<file path="src/lamp_defs.svh">
// Timing constants and reset values for the status lamp controller.
// Assumes a single 125 MHz system clock.
`ifndef LAMP_DEFS_SVH
`define LAMP_DEFS_SVH

`define LAMP_CLK_KHZ        125000
`define LAMP_STARTUP_MS     2000
`define LAMP_FLASH_PERIOD_MS 2000
`define LAMP_RST_OFF        1'b0
`define LAMP_RST_ON         1'b1

`endif

</file>
<file path="src/lamp_pkg.sv">
// Types shared by the status lamp controller, its controller model and its bench.
// Assumes lamp_defs.svh supplies the numeric constants.
package lamp_pkg;

  typedef enum logic [2:0] {
    KIND_MASTER_CAB,
    KIND_EXT_CAB,
    KIND_TRX_UNIT,
    KIND_SLAVE_TX,
    KIND_ENV_UNIT,
    KIND_SUB_UNIT
  } unit_kind_t;

  typedef enum logic [1:0] {
    MODE_LOCAL,
    MODE_REMOTE,
    MODE_TO_LOCAL,
    MODE_TO_REMOTE
  } unit_mode_t;

  typedef enum logic [1:0] {
    OPST_OTHER,
    OPST_A,
    OPST_B,
    OPST_C
  } op_state_t;

  typedef enum logic [1:0] {
    OBJ_CENTRAL,
    OBJ_TRXC,
    OBJ_RX,
    OBJ_TS
  } obj_kind_t;

  typedef enum logic [1:0] {
    PH_IDLE,
    PH_STARTUP,
    PH_RUN
  } phase_t;

  typedef struct packed {
    obj_kind_t  kind;
    logic [2:0] trx;
    logic [2:0] ts;
    logic       operational;
  } op_report_t;

  typedef struct packed {
    logic       cfg_in_progress;
    logic       sw_receiving;
    logic       restart_pending;
  } flash_req_t;

  typedef struct packed {
    logic       central_fault_free;
    logic       local_cfg_done;
    logic       sub_fault_free;
    logic       env_operational;
  } local_status_t;

endpackage

</file>
<file path="src/lamp_flash_gen.sv">
// Square wave shared by all flashing lamps.
// Assumes the parent holds it in reset until lamp handling runs.
`timescale 1ns/10ps
`default_nettype none
`include "lamp_defs.svh"

module lamp_flash_gen #(
  parameter int unsigned HALF_CYCLES = 125000000
) (
  input  wire logic clk,
  input  wire logic clk_en,
  input  wire logic clear,
  output logic      flash
);

  localparam int CW = $clog2(HALF_CYCLES + 1);

  logic [CW-1:0] count;

  // 50 percent duty: toggle every half period
  always_ff @(posedge clk) begin
    if (clear) begin
      count <= '0;
      flash <= `LAMP_RST_ON;
    end else if (clk_en) begin
      if (count == CW'(HALF_CYCLES - 1)) begin
        count <= '0;
        flash <= ~flash;
      end else begin
        count <= count + CW'(1);
      end
    end
  end

endmodule

`default_nettype wire

</file>
<file path="src/unit_status_indicator_control.sv">
// Operational, transmitter-not-enabled and local-mode lamp control.
// Assumes unit control logic on the same clock supplies mode, state and
// controller reports; only the master lamp level comes from another unit.
//
// Summary of operation
// - Operational lamp off 2-10 s after start
// - Unit reset stops lamps until software restarts
// - Operational lamp on when operational, else off
// - Flash on config, software load, pending restart
// - Flashing beats on, on beats off
// - Remote master cabinet needs all object kinds
// - Remote transceiver needs trxc, rx, one timeslot
// - Slave transmitter lamp mirrors master lamp
// - Objects drop out on reset or local
// - Local master: no class 1, configured
// - Subunit fault free; extension cabinet configured
// - Mode change means not operational
// - Only master cabinet, transceiver and slave transmitter units go remote
// - Environment lamp from local fault state only
// - Reports taken in allowed state, remote only
// - Acceptance message ends the procedure
// - Tx lamp on until transmitter enabled
// - Tx lamp on at disable, software start, auto-disable
// - Local lamp on until mode handling starts
// - Local lamp: on, off, flash on change
// - Link loss in remote not shown
`timescale 1ns/10ps
`default_nettype none
`include "lamp_defs.svh"

module unit_status_indicator_control #(
  parameter int unsigned N_TRX = 8,
  parameter int unsigned N_TS  = 8,
  parameter int unsigned STARTUP_CYCLES =
    `LAMP_STARTUP_MS * `LAMP_CLK_KHZ,
  parameter int unsigned FLASH_HALF_CYCLES =
    (`LAMP_FLASH_PERIOD_MS * `LAMP_CLK_KHZ) / 2
) (
  input  wire logic                   clk,
  input  wire logic                   clk_en,
  input  wire logic                   sys_rst,
  input  wire logic                   unit_reset,
  input  wire logic                   sw_start,
  input  wire lamp_pkg::unit_kind_t   unit_kind,
  input  wire lamp_pkg::unit_mode_t   unit_mode,
  input  wire logic                   mode_handling_started,
  input  wire lamp_pkg::op_state_t    unit_op_state,
  input  wire logic                   report_valid,
  input  wire lamp_pkg::op_report_t   report,
  input  wire logic                   obj_reset_valid,
  input  wire lamp_pkg::op_report_t   obj_reset,
  input  wire lamp_pkg::flash_req_t   flash_req,
  input  wire lamp_pkg::local_status_t local_status,
  input  wire logic [N_TRX-1:0]       trxc_fault_free,
  input  wire logic                   tx_enable,
  input  wire logic                   tx_disable,
  input  wire logic                   master_lamp_in,
  output logic                        op_lamp,
  output logic                        tx_not_enabled_lamp,
  output logic                        local_lamp,
  output logic                        report_accept
);

  localparam int SCW = $clog2(STARTUP_CYCLES + 1);

  lamp_pkg::phase_t             phase;
  logic [SCW-1:0]               start_count;
  logic                         stop;
  logic                         flash;
  logic                         master_sync1;
  logic                         master_sync2;
  logic                         central_ok;
  logic [N_TRX-1:0]             trxc_ok;
  logic [N_TRX-1:0]             rx_ok;
  logic [N_TRX-1:0][N_TS-1:0]   ts_ok;
  lamp_pkg::unit_mode_t         eff_mode;
  logic                         may_go_remote;
  logic                         report_allowed;
  logic                         operational;
  logic                         remote_master_ok;
  logic                         remote_trx_ok;
  logic                         changing;
  logic                         any_flash;

  function automatic logic any_ts(input logic [N_TRX-1:0][N_TS-1:0] t);
    logic r;
    r = 1'b0;
    for (int i = 0; i < N_TRX; i++) begin
      r = r | (|t[i]);
    end
    return r;
  endfunction

  function automatic logic in_range(input logic [2:0] idx,
                                    input int unsigned lim);
    return 32'(idx) < lim;
  endfunction

  assign stop = sys_rst | unit_reset;

  // Link to the neighbouring unit is asynchronous
  always_ff @(posedge clk) begin
    if (sys_rst) begin
      master_sync1 <= 1'b0;
      master_sync2 <= 1'b0;
    end else if (clk_en) begin
      master_sync1 <= master_lamp_in;
      master_sync2 <= master_sync1;
    end
  end

  // Any reset drops to idle; only a software start leaves it
  always_ff @(posedge clk) begin
    if (stop) begin
      phase       <= lamp_pkg::PH_IDLE;
      start_count <= '0;
    end else if (clk_en) begin
      unique case (phase)
        lamp_pkg::PH_IDLE: begin
          if (sw_start) begin
            phase       <= lamp_pkg::PH_STARTUP;
            start_count <= '0;
          end
        end
        lamp_pkg::PH_STARTUP: begin
          // Lamp test ends 2 s after start, within the 2-10 s span
          if (start_count == SCW'(STARTUP_CYCLES - 1)) begin
            phase <= lamp_pkg::PH_RUN;
          end else begin
            start_count <= start_count + SCW'(1);
          end
        end
        lamp_pkg::PH_RUN: begin
        end
      endcase
    end
  end

  lamp_flash_gen #(
    .HALF_CYCLES (FLASH_HALF_CYCLES)
  ) u_flash (
    .clk    (clk),
    .clk_en (clk_en),
    .clear  (phase == lamp_pkg::PH_IDLE),
    .flash  (flash)
  );

  // Environment and subunits never leave local mode
  always_comb begin
    may_go_remote = unit_kind == lamp_pkg::KIND_MASTER_CAB ||
                    unit_kind == lamp_pkg::KIND_TRX_UNIT ||
                    unit_kind == lamp_pkg::KIND_SLAVE_TX;
    eff_mode      = may_go_remote ? unit_mode : lamp_pkg::MODE_LOCAL;
    changing      = eff_mode == lamp_pkg::MODE_TO_LOCAL ||
                    eff_mode == lamp_pkg::MODE_TO_REMOTE;
    // Reports honoured only in the three allowed states
    report_allowed = phase != lamp_pkg::PH_IDLE &&
                     eff_mode == lamp_pkg::MODE_REMOTE &&
                     unit_op_state != lamp_pkg::OPST_OTHER;
  end

  // Per-object operational table from controller reports
  always_ff @(posedge clk) begin
    if (stop) begin
      central_ok <= 1'b0;
      trxc_ok    <= '0;
      rx_ok      <= '0;
      ts_ok      <= '0;
    end else if (clk_en) begin
      if (eff_mode == lamp_pkg::MODE_LOCAL) begin
        // Entering local takes every object out
        central_ok <= 1'b0;
        trxc_ok    <= '0;
        rx_ok      <= '0;
        ts_ok      <= '0;
      end else begin
        if (report_valid && report_allowed &&
            in_range(report.trx, N_TRX) && in_range(report.ts, N_TS)) begin
          unique case (report.kind)
            lamp_pkg::OBJ_CENTRAL: central_ok <= report.operational;
            lamp_pkg::OBJ_TRXC:
              trxc_ok[report.trx] <= report.operational;
            lamp_pkg::OBJ_RX: rx_ok[report.trx] <= report.operational;
            lamp_pkg::OBJ_TS:
              ts_ok[report.trx][report.ts] <= report.operational;
          endcase
        end
        // Object reset is applied last so it wins a clash
        if (obj_reset_valid && in_range(obj_reset.trx, N_TRX) &&
            in_range(obj_reset.ts, N_TS)) begin
          unique case (obj_reset.kind)
            lamp_pkg::OBJ_CENTRAL: central_ok <= 1'b0;
            lamp_pkg::OBJ_TRXC: trxc_ok[obj_reset.trx] <= 1'b0;
            lamp_pkg::OBJ_RX: rx_ok[obj_reset.trx] <= 1'b0;
            lamp_pkg::OBJ_TS: ts_ok[obj_reset.trx][obj_reset.ts] <= 1'b0;
          endcase
        end
      end
    end
  end

  // Acceptance closes each honoured report
  always_ff @(posedge clk) begin
    if (stop) begin
      report_accept <= 1'b0;
    end else if (clk_en) begin
      report_accept <= report_valid && report_allowed;
    end
  end

  // Operational decision per unit kind
  always_comb begin
    remote_master_ok = central_ok && (|trxc_ok) && (|rx_ok) &&
                       any_ts(ts_ok);
    remote_trx_ok    = trxc_ok[0] && rx_ok[0] && (|ts_ok[0]);
    operational      = 1'b0;
    unique case (unit_kind)
      lamp_pkg::KIND_MASTER_CAB: begin
        if (eff_mode == lamp_pkg::MODE_REMOTE) begin
          operational = remote_master_ok;
        end else begin
          operational = local_status.central_fault_free &&
                        (|trxc_fault_free) && local_status.local_cfg_done;
        end
      end
      lamp_pkg::KIND_EXT_CAB, lamp_pkg::KIND_TRX_UNIT: begin
        if (eff_mode == lamp_pkg::MODE_REMOTE) begin
          operational = remote_trx_ok;
        end else begin
          operational = (|trxc_fault_free) && local_status.local_cfg_done;
        end
      end
      lamp_pkg::KIND_SLAVE_TX: operational = master_sync2;
      lamp_pkg::KIND_ENV_UNIT:
        operational = local_status.env_operational;
      lamp_pkg::KIND_SUB_UNIT:
        operational = local_status.sub_fault_free;
      default: operational = 1'b0;
    endcase
    if (changing) begin
      operational = 1'b0;
    end
    any_flash = flash_req.cfg_in_progress || flash_req.sw_receiving ||
                flash_req.restart_pending;
  end

  // Operational lamp: flash over on over off
  always_ff @(posedge clk) begin
    if (stop) begin
      op_lamp <= `LAMP_RST_OFF;
    end else if (clk_en) begin
      unique case (phase)
        lamp_pkg::PH_IDLE:    op_lamp <= `LAMP_RST_OFF;
        lamp_pkg::PH_STARTUP: op_lamp <= `LAMP_RST_ON;
        lamp_pkg::PH_RUN: begin
          if (any_flash) begin
            op_lamp <= flash;
          end else begin
            op_lamp <= operational;
          end
        end
      endcase
    end
  end

  // Disable wins over enable in the same cycle
  always_ff @(posedge clk) begin
    if (stop) begin
      tx_not_enabled_lamp <= `LAMP_RST_OFF;
    end else if (clk_en) begin
      if (phase == lamp_pkg::PH_IDLE) begin
        tx_not_enabled_lamp <= sw_start;
      end else if (tx_disable || eff_mode == lamp_pkg::MODE_LOCAL) begin
        tx_not_enabled_lamp <= 1'b1;
      end else if (tx_enable) begin
        tx_not_enabled_lamp <= 1'b0;
      end
    end
  end

  // Link loss while remote is deliberately not shown
  always_ff @(posedge clk) begin
    if (stop) begin
      local_lamp <= `LAMP_RST_OFF;
    end else if (clk_en) begin
      if (phase == lamp_pkg::PH_IDLE) begin
        local_lamp <= sw_start;
      end else if (!mode_handling_started) begin
        local_lamp <= 1'b1;
      end else begin
        unique case (eff_mode)
          lamp_pkg::MODE_LOCAL:  local_lamp <= 1'b1;
          lamp_pkg::MODE_REMOTE: local_lamp <= 1'b0;
          lamp_pkg::MODE_TO_LOCAL, lamp_pkg::MODE_TO_REMOTE:
            local_lamp <= flash;
        endcase
      end
    end
  end
endmodule

`default_nettype wire

</file>
<file path="config.mk">
export PLATFORM = sky130hd
export DESIGN_NAME = unit_status_indicator_control
export DESIGN_NICKNAME = d
export VERILOG_FILES = /design/src/lamp_pkg.sv /design/src/lamp_flash_gen.sv /design/src/unit_status_indicator_control.sv
export VERILOG_INCLUDE_DIRS = /design/src /design/src/src
export SDC_FILE = /design/constraint.sdc
export NUM_CORES = 1
export LEC_CHECK = 0
export ABC_AREA = 1
export BUFFER_PORTS_ARGS = -buffer_cell sky130_fd_sc_hd__buf_2
export CAP_MARGIN = 10
export CORE_ASPECT_RATIO = 1.25
export CORE_MARGIN = 10
export CORE_UTILIZATION = 30
export DETAILED_ROUTE_END_ITERATION = 7
export GPL_TIMING_DRIVEN = 0
export SLEW_MARGIN = 20
export SYNTH_ARGS = -nofsm -noshare
export SYNTH_HDL_FRONTEND = slang
export SYNTH_HIERARCHICAL = 1
export SYNTH_SLANG_ARGS = --single-unit
</file>
<file path="constraint.sdc">
create_clock -name clk -period 2.25 [get_ports clk]
set_input_delay 0.5625 -clock clk [delete_from_list [all_inputs] [get_ports clk]]
set_output_delay 0.5625 -clock clk [all_outputs]
set_load 0.005 [all_outputs]
</file>
; ---- After elaboration in Yosys (flattened, before gate mapping)
; Index checks and enable logic that the tools add are counted.
[word_totals]
elab_cells = 177
ff_bits = 145
input_bits = 51
[op_classes]
n_reduce_logical = 47
n_mux = 64
n_eq_ne = 21
bitwise = 14
addsub = 2
magnitude_cmp = 8
[ops]
columns = operator, n
row1 = 64-bit two-way mux, 8
row2 = 8-bit two-way mux, 18
row3 = 8-bit OR reduction, 11
row4 = 64-bit AND, 1
row5 = 64-bit bitwise mux, 1
row6 = 64-bit inverter, 1
row7 = 28-bit two-way mux, 2
row8 = 28-bit one-hot mux with 2 select lines, 1
row9 = 8-bit demux with 3-bit select, 2
row10 = 28-bit by 1-bit adder with 28-bit output (second input constant), 1
row11 = 28-bit equality test (second input constant), 1
row12 = 27-bit by 1-bit adder with 27-bit output (second input constant), 1
row13 = 27-bit equality test (second input constant), 1
row14 = 27-bit two-way mux, 1
row15 = 1-bit two-way mux, 18
row16 = 8-bit AND, 2
row17 = 8-bit bitwise mux, 2
row18 = 3-bit by 4-bit < comparator with 1-bit output (second input constant), 4
row19 = 1-bit logical AND, 15
row20 = 2-bit equality test (second input constant), 7
row21 = 1-bit demux with 3-bit select, 4
row22 = 3-bit by 1-bit greater-or-equal comparator with 1-bit output (second input constant), 4
row23 = 2-bit by 1-bit equality test with 1-bit output (second input constant), 4
row24 = 2-bit zero test, 4
row25 = 18 further kinds, 42

; ---- Longest topological paths before layout
[depth]
depth_word = 16
depth_mapped = 16
mapped_depth_nobuf = 16

; ---- Cells and area by module
; The synthesis kept the hierarchy.
[by_module_without_submodules]
columns = module, cells_each, seq_area_each_um2, instances, area_per_inst_um2
row1 = unit_status_indicator_control, 1159, 2342.2, 1, 7270.7
row2 = lamp_flash_gen, 247, 560.5, 1, 1620.3

; ---- Worst setup path after synthesis
; Ideal clock, no wire load.
[synth_timing]
kind = register to register
start = register phase[0]
end = register ts_ok[23] (netlist bit)
path_buffers = 1
setup_slack_ns = 0.331
arrival_time_ns = 1.787
setup_time_ns = 0.132
path_stages_with_launch = 14
required_time_ns = 2.118
cell_sequence = dfxtp_1 -> inv_1 -> ha_1 -> inv_1 -> nand2_1 -> nor2_1 -> nand2_2 -> nor3b_4 -> nand2_2 -> buf_4 -> nor2_1 -> nand2_1 -> o211ai_1 -> a21oi_1
[synth_via]
elab_chain_len = 12
[synth_lines]
columns = item, line
row1 = from (decl), unit_status_indicator_control.sv:66  ; lamp_pkg::phase_t phase;
row2 = from (signal assigned), unit_status_indicator_control.sv:115  ; phase <= lamp_pkg::PH_IDLE;
row3 = from (signal assigned), unit_status_indicator_control.sv:121  ; phase <= lamp_pkg::PH_STARTUP;
row4 = from (signal assigned), unit_status_indicator_control.sv:128  ; phase <= lamp_pkg::PH_RUN;
row5 = 2-bit nonzero test (*), unit_status_indicator_control.sv:157  ; report_allowed = phase != lamp_pkg::PH_IDLE &&
row6 = 1-bit logical AND (*), unit_status_indicator_control.sv:157
row7 = 1-bit logical AND (*), unit_status_indicator_control.sv:158  ; eff_mode == lamp_pkg::MODE_REMOTE &&
row8 = 1-bit logical AND (*), unit_status_indicator_control.sv:177  ; if (report_valid && report_allowed &&
row9 = 64-bit two-way mux (*), unit_status_indicator_control.sv:177
row10 = 64-bit two-way mux (*), unit_status_indicator_control.sv:170  ; if (eff_mode == lamp_pkg::MODE_LOCAL) begin
row11 = 64-bit two-way mux (*), unit_status_indicator_control.sv:169  ; end else if (clk_en) begin
row12 = 64-bit two-way mux (*), unit_status_indicator_control.sv:164  ; if (stop) begin
row13 = 64-bit AND (no source line), -
row14 = 64-bit two-way mux, unit_status_indicator_control.sv:191  ; unique case (obj_reset.kind)
row15 = 64-bit two-way mux (*), unit_status_indicator_control.sv:189  ; if (obj_reset_valid && in_range(obj_reset.trx, N_TRX) &&
row16 = 64-bit two-way mux (*), unit_status_indicator_control.sv:170
row17 = "to (signal, indexed assignment)", unit_status_indicator_control.sv:185  ; ts_ok[report.trx][report.ts] <= report.operational;
row18 = to (decl), unit_status_indicator_control.sv:75  ; logic [N_TRX-1:0][N_TS-1:0] ts_ok;
; Mark *: on every way between the ends. The rest lies on a longest branch, timed or not. The select of a mux whose other input is x is not followed.
; A chain may end at the register's enable or synchronous reset.

; ---- Worst setup path in the final report
[layout_timing]
start = input unit_kind[1]
end = register trxc_ok[7]
[layout_via]
elab_chain_len = 16
[layout_lines]
columns = item, line
row1 = from (decl), unit_status_indicator_control.sv:44  ; input wire lamp_pkg::unit_kind_t unit_kind,
row2 = 3-bit by 2-bit equality test with 1-bit output / 3-bit zero test (equally long branches), "unit_status_indicator_control.sv:151, unit_status_indicator_control.sv:150"
row3 = 1-bit logical OR, unit_status_indicator_control.sv:150  ; may_go_remote = unit_kind == lamp_pkg::KIND_MASTER_CAB ||
row4 = 1-bit logical OR (*), unit_status_indicator_control.sv:151  ; unit_kind == lamp_pkg::KIND_TRX_UNIT ||
row5 = 2-bit two-way mux (*), unit_status_indicator_control.sv:153  ; eff_mode = may_go_remote ? unit_mode : lamp_pkg::MODE_LOCAL;
row6 = 2-bit by 1-bit equality test with 1-bit output, unit_status_indicator_control.sv:158
row7 = 1-bit logical AND, unit_status_indicator_control.sv:157
row8 = 1-bit logical AND, unit_status_indicator_control.sv:158
row9 = 1-bit logical AND, unit_status_indicator_control.sv:177
row10 = 8-bit two-way mux, unit_status_indicator_control.sv:177
row11 = 8-bit two-way mux, unit_status_indicator_control.sv:170
row12 = 8-bit two-way mux, unit_status_indicator_control.sv:169
row13 = 8-bit two-way mux, unit_status_indicator_control.sv:164
row14 = 8-bit AND (no source line), -
row15 = 8-bit two-way mux, unit_status_indicator_control.sv:191
row16 = 8-bit two-way mux, unit_status_indicator_control.sv:189
row17 = 8-bit two-way mux (*), unit_status_indicator_control.sv:170
row18 = "to (signal, indexed assignment)", unit_status_indicator_control.sv:182  ; trxc_ok[report.trx] <= report.operational;
row19 = to (decl), unit_status_indicator_control.sv:73  ; logic [N_TRX-1:0] trxc_ok;
; Marks and branches as above.

==> flow_summary_export.csv <==
group,metric,value,unit
status,status,"complete, no violations",
detailed_routing,vias,9695,
cts,path_clk_slew,70,ps
setup_path,worst-path-max-fanout,10,
cts,clock_sinks,145,
die,core_region_area,29300,um2
place,routabilityCongestion,0.913,
power,pwr-share-seq,42.2,%
die,num_rows,70,
setup_path,cp_slowest_cell,"clkbuf_1",
setup_path,reg2regPathDepth,14,
power,intPower,4.37,mW
timing,fin_crit,2130,ps
detailed_routing,drc,0,
layout,fillers,3223,
global_route,grt_max_degree,17,
setup_path,cp-startpoint,"unit_kind[1]",
setup_path,crit_cells,12,
power,p_leak,3.57,nW
setup_path,path_class,"input port to flop",
setup_path,reg2reg_from,"phase[1]",
place,dpl.hpwl,23200,um
detailed_routing,first_iter_violations,910,
die,die_w,174,um
yosys,synthDistinctLibCells,41,
detailed_routing,drt-total-wl,30700,um
yosys,yosysWarnings,6,
setup_path,r2r_end,"ts_ok[31]",
yosys,synthTopCellsByArea,"dfxtp_1 (33%), nand2_1 (14%), a21oi_1 (11%)",
cts,htreeDepth,4,
setup_path,cpPeakStageDelay,500,ps
timing,slew_headroom,30.6,%
global_route,grt_pass1_vias,9117,
power,switching_share,28.3,%
die,die_area,37000,um2
setup_path,crit_arrival,2430,ps
timing,finalCritPeriodShare,94.8,%
power,power_switching,1.72,mW
hold_path,hp-class,"input port to flop",
timing,hold_viol,0,
layout,final_layout_size_suffix_gt1_share,12.1,%
setup_path,crit_chain,"buf_2 -> inv_2 -> nand2_2 -> nand2_1 -> nor2_1 -> a31oi_1 -> nor2_2 -> inv_2 -> clkbuf_1 -> a21oi_1 -> o311ai_0 -> a21oi_1",
yosys,netlist.area_leader.share,32.6,%
setup_path,ff2ff_setup_slack,140,ps
power,power.density,585,nW/um2
power,pwr-share-comb,8.8,%
yosys,synth_edf_count,0,
yosys,synthArstFlopShare,0,%
yosys,post-synth-top-count-cell,"nand2_1",
power,p_total,6.10,mW
cts,clock_latency,440,ps
cts,cts_root_buf,"clkbuf_16",
global_route,grt_usage,16.3,%
layout,diodes,0,
die,initial_core_util,30.4,%
yosys,synthTopCellsByCount,"nand2_1 (327), nor2_1 (213), a21oi_1 (189)",
timing,clock_skew,13.5,ps
timing,worst_pin_slew,1030,ps
setup_path,cp-start-kind,"input port",
power,clock_power_share,49.0,%
cts,cts_tree,"yes",
place,dp_slack,-422,ps
setup_path,cp.buffers_inverters,4,
yosys,syn_area,8890,um2
yosys,synth_top_flop_cell,"dfxtp_1",
power,vdd_drop_max,398,uV
timing,final.setup.tns,0,ps
timing,slew_viol_final,0,
detailed_routing,avgRoutedWirePerCell,16.3,um
global_route,antenna_found_initial,0,
yosys,syn_nets,1462,
run,drv_cap,0,
detailed_routing,viasPerCell,5.14,
cts,cts_buffer_depth,2,
layout,area_growth,17.3,%
setup_path,path_delay_family,"buffers and inverters",
layout,ff_latch_area,2900,um2
cts,cts_buffers,17,
detailed_routing,drt-pass1-iter-count,7,
yosys,synth_seq_area_share,32.6,%
yosys,syn_inst,1406,
place,io_buffers,48,
die,io_pins,55,
detailed_routing,ant_nets,0,
yosys,yosys.area.top_type,"dfxtp_1",
setup_path,endpoint_kind,"flop",
timing,clock.fmax,469,MHz
die,dieHeight,212,um
timing,setup-violations-final,0,
setup_path,required,2550,ps
hold_path,worstHoldPathCells,2,
layout,multi_input_area,5410,um2
yosys,avgSynthCellArea,6.32,um2
timing,fin_ws,118,ps
global_route,grt_pass1_wl,48500,um
timing,hold_ws,309,ps
global_route,overflow,0,
yosys,ys_ff_latch,145,
layout,fin_nets,1532,
setup_path,cp-endpoint,"trxc_ok[7]",
-- cell families (layout without fill, tap and decap cells) --
kind of cell             count (synthesis)  after routing  share of synthesized area [%]
adder cells (fa/ha/maj)                  5              5                          0.704
buffers and inverters                  182            265                           8.08
AO/OA/AOI/OAI                          325            325                           20.7
multiplexers                             1              1                          0.113
XOR/XNOR                                28             28                           2.76
AND/OR/NAND/NOR                        720            720                           35.0
flip-flops                             145            145                           32.6
-- timing repair --
item                                    4_1_cts  5_1_grt
buffers inserted                              3        0
hold buffers                                  0        0
pin swaps                                     4        3
endpoints found under the hold margin         0        0
gates resized for setup                      17       27
endpoints found under the setup margin       85       62
-- per-layer routing --
metal	part of all wire, %	up-vias	global-route usage, %
li1	-	4822	-
met1	43	4450	20.0
met2	47	362	27.6
met3	6.2	61	2.34
met4	3.3	0	7.29
met5	0	-	0
-- cells in the final DEF (no fill, tap or decap), drive strengths merged, types with 8 or more instances in the layout --
master,instances
a22oi,8
nand2,340
buf,67
o211ai,44
clkinv,9
inv,127
o21ai,53
clkbuf,57
xnor2,8
nor2,232
a21oi,190
a211oi,13
nor4,15
o31ai,9
xor2,20
dfxtp,145
nand4,18
nand3,55
nor3,50
-- worst min-delay path by stage --
| stage | from | end | slack (ps) |
|---|---|---|---|
| floorplan | master_sync1 | master_sync1 | 430 |
| global placement | master_sync1 | master_sync1 | 450 |
| detailed placement | tx_not_enabled_lamp | tx_not_enabled_lamp | 460 |
| CTS | sys_rst | master_sync1 | 310 |
| global route | sys_rst | master_sync1 | 320 |
| finish | sys_rst | master_sync1 | 310 |
-- power groups by stage --
| stage | sequential (mW) | combinational [mW] | clock [mW] |
|---|---|---|---|
| CTS | 2.58 | 0.525 | 3.03 |
| global placement | 2.63 | 0.512 | 0 |
| detailed placement | 2.63 | 0.518 | 0 |
| finish | 2.58 | 0.536 | 2.99 |
| floorplan | 2.63 | 0.304 | 0 |
| global route | 2.58 | 0.586 | 3.13 |
-- through the flow --
step           std cells  area, um2  util, %
6_report            1885      10400     35.6
5_1_grt             1885      10400     35.6
2_1_floorplan       1406       8890        -
3_5_place_dp        1850       9660     33.0
4_1_cts             1885      10300     35.4
3_3_place_gp        1850       9630     32.9
-- flip-flops by register name (all words and copies together), names as in the netlist, 2 cells and up --
name,count
phase,2
rx_ok,8
start_count,28
trxc_ok,8
ts_ok,64
u_flash/count,27
-- final cells by class --
class                           count  area share (%)
Inverter                          126            4.55
Clock buffer                       17            4.08
Buffer                             56            2.59
Timing Repair Buffer               51            2.68
Multi-Input combinational cell   1079            51.8
Clock inverter                     15            1.66
Tap cell                          396            4.75
Sequential cell                   145            27.9
Power figures use the tool's default switching activity.
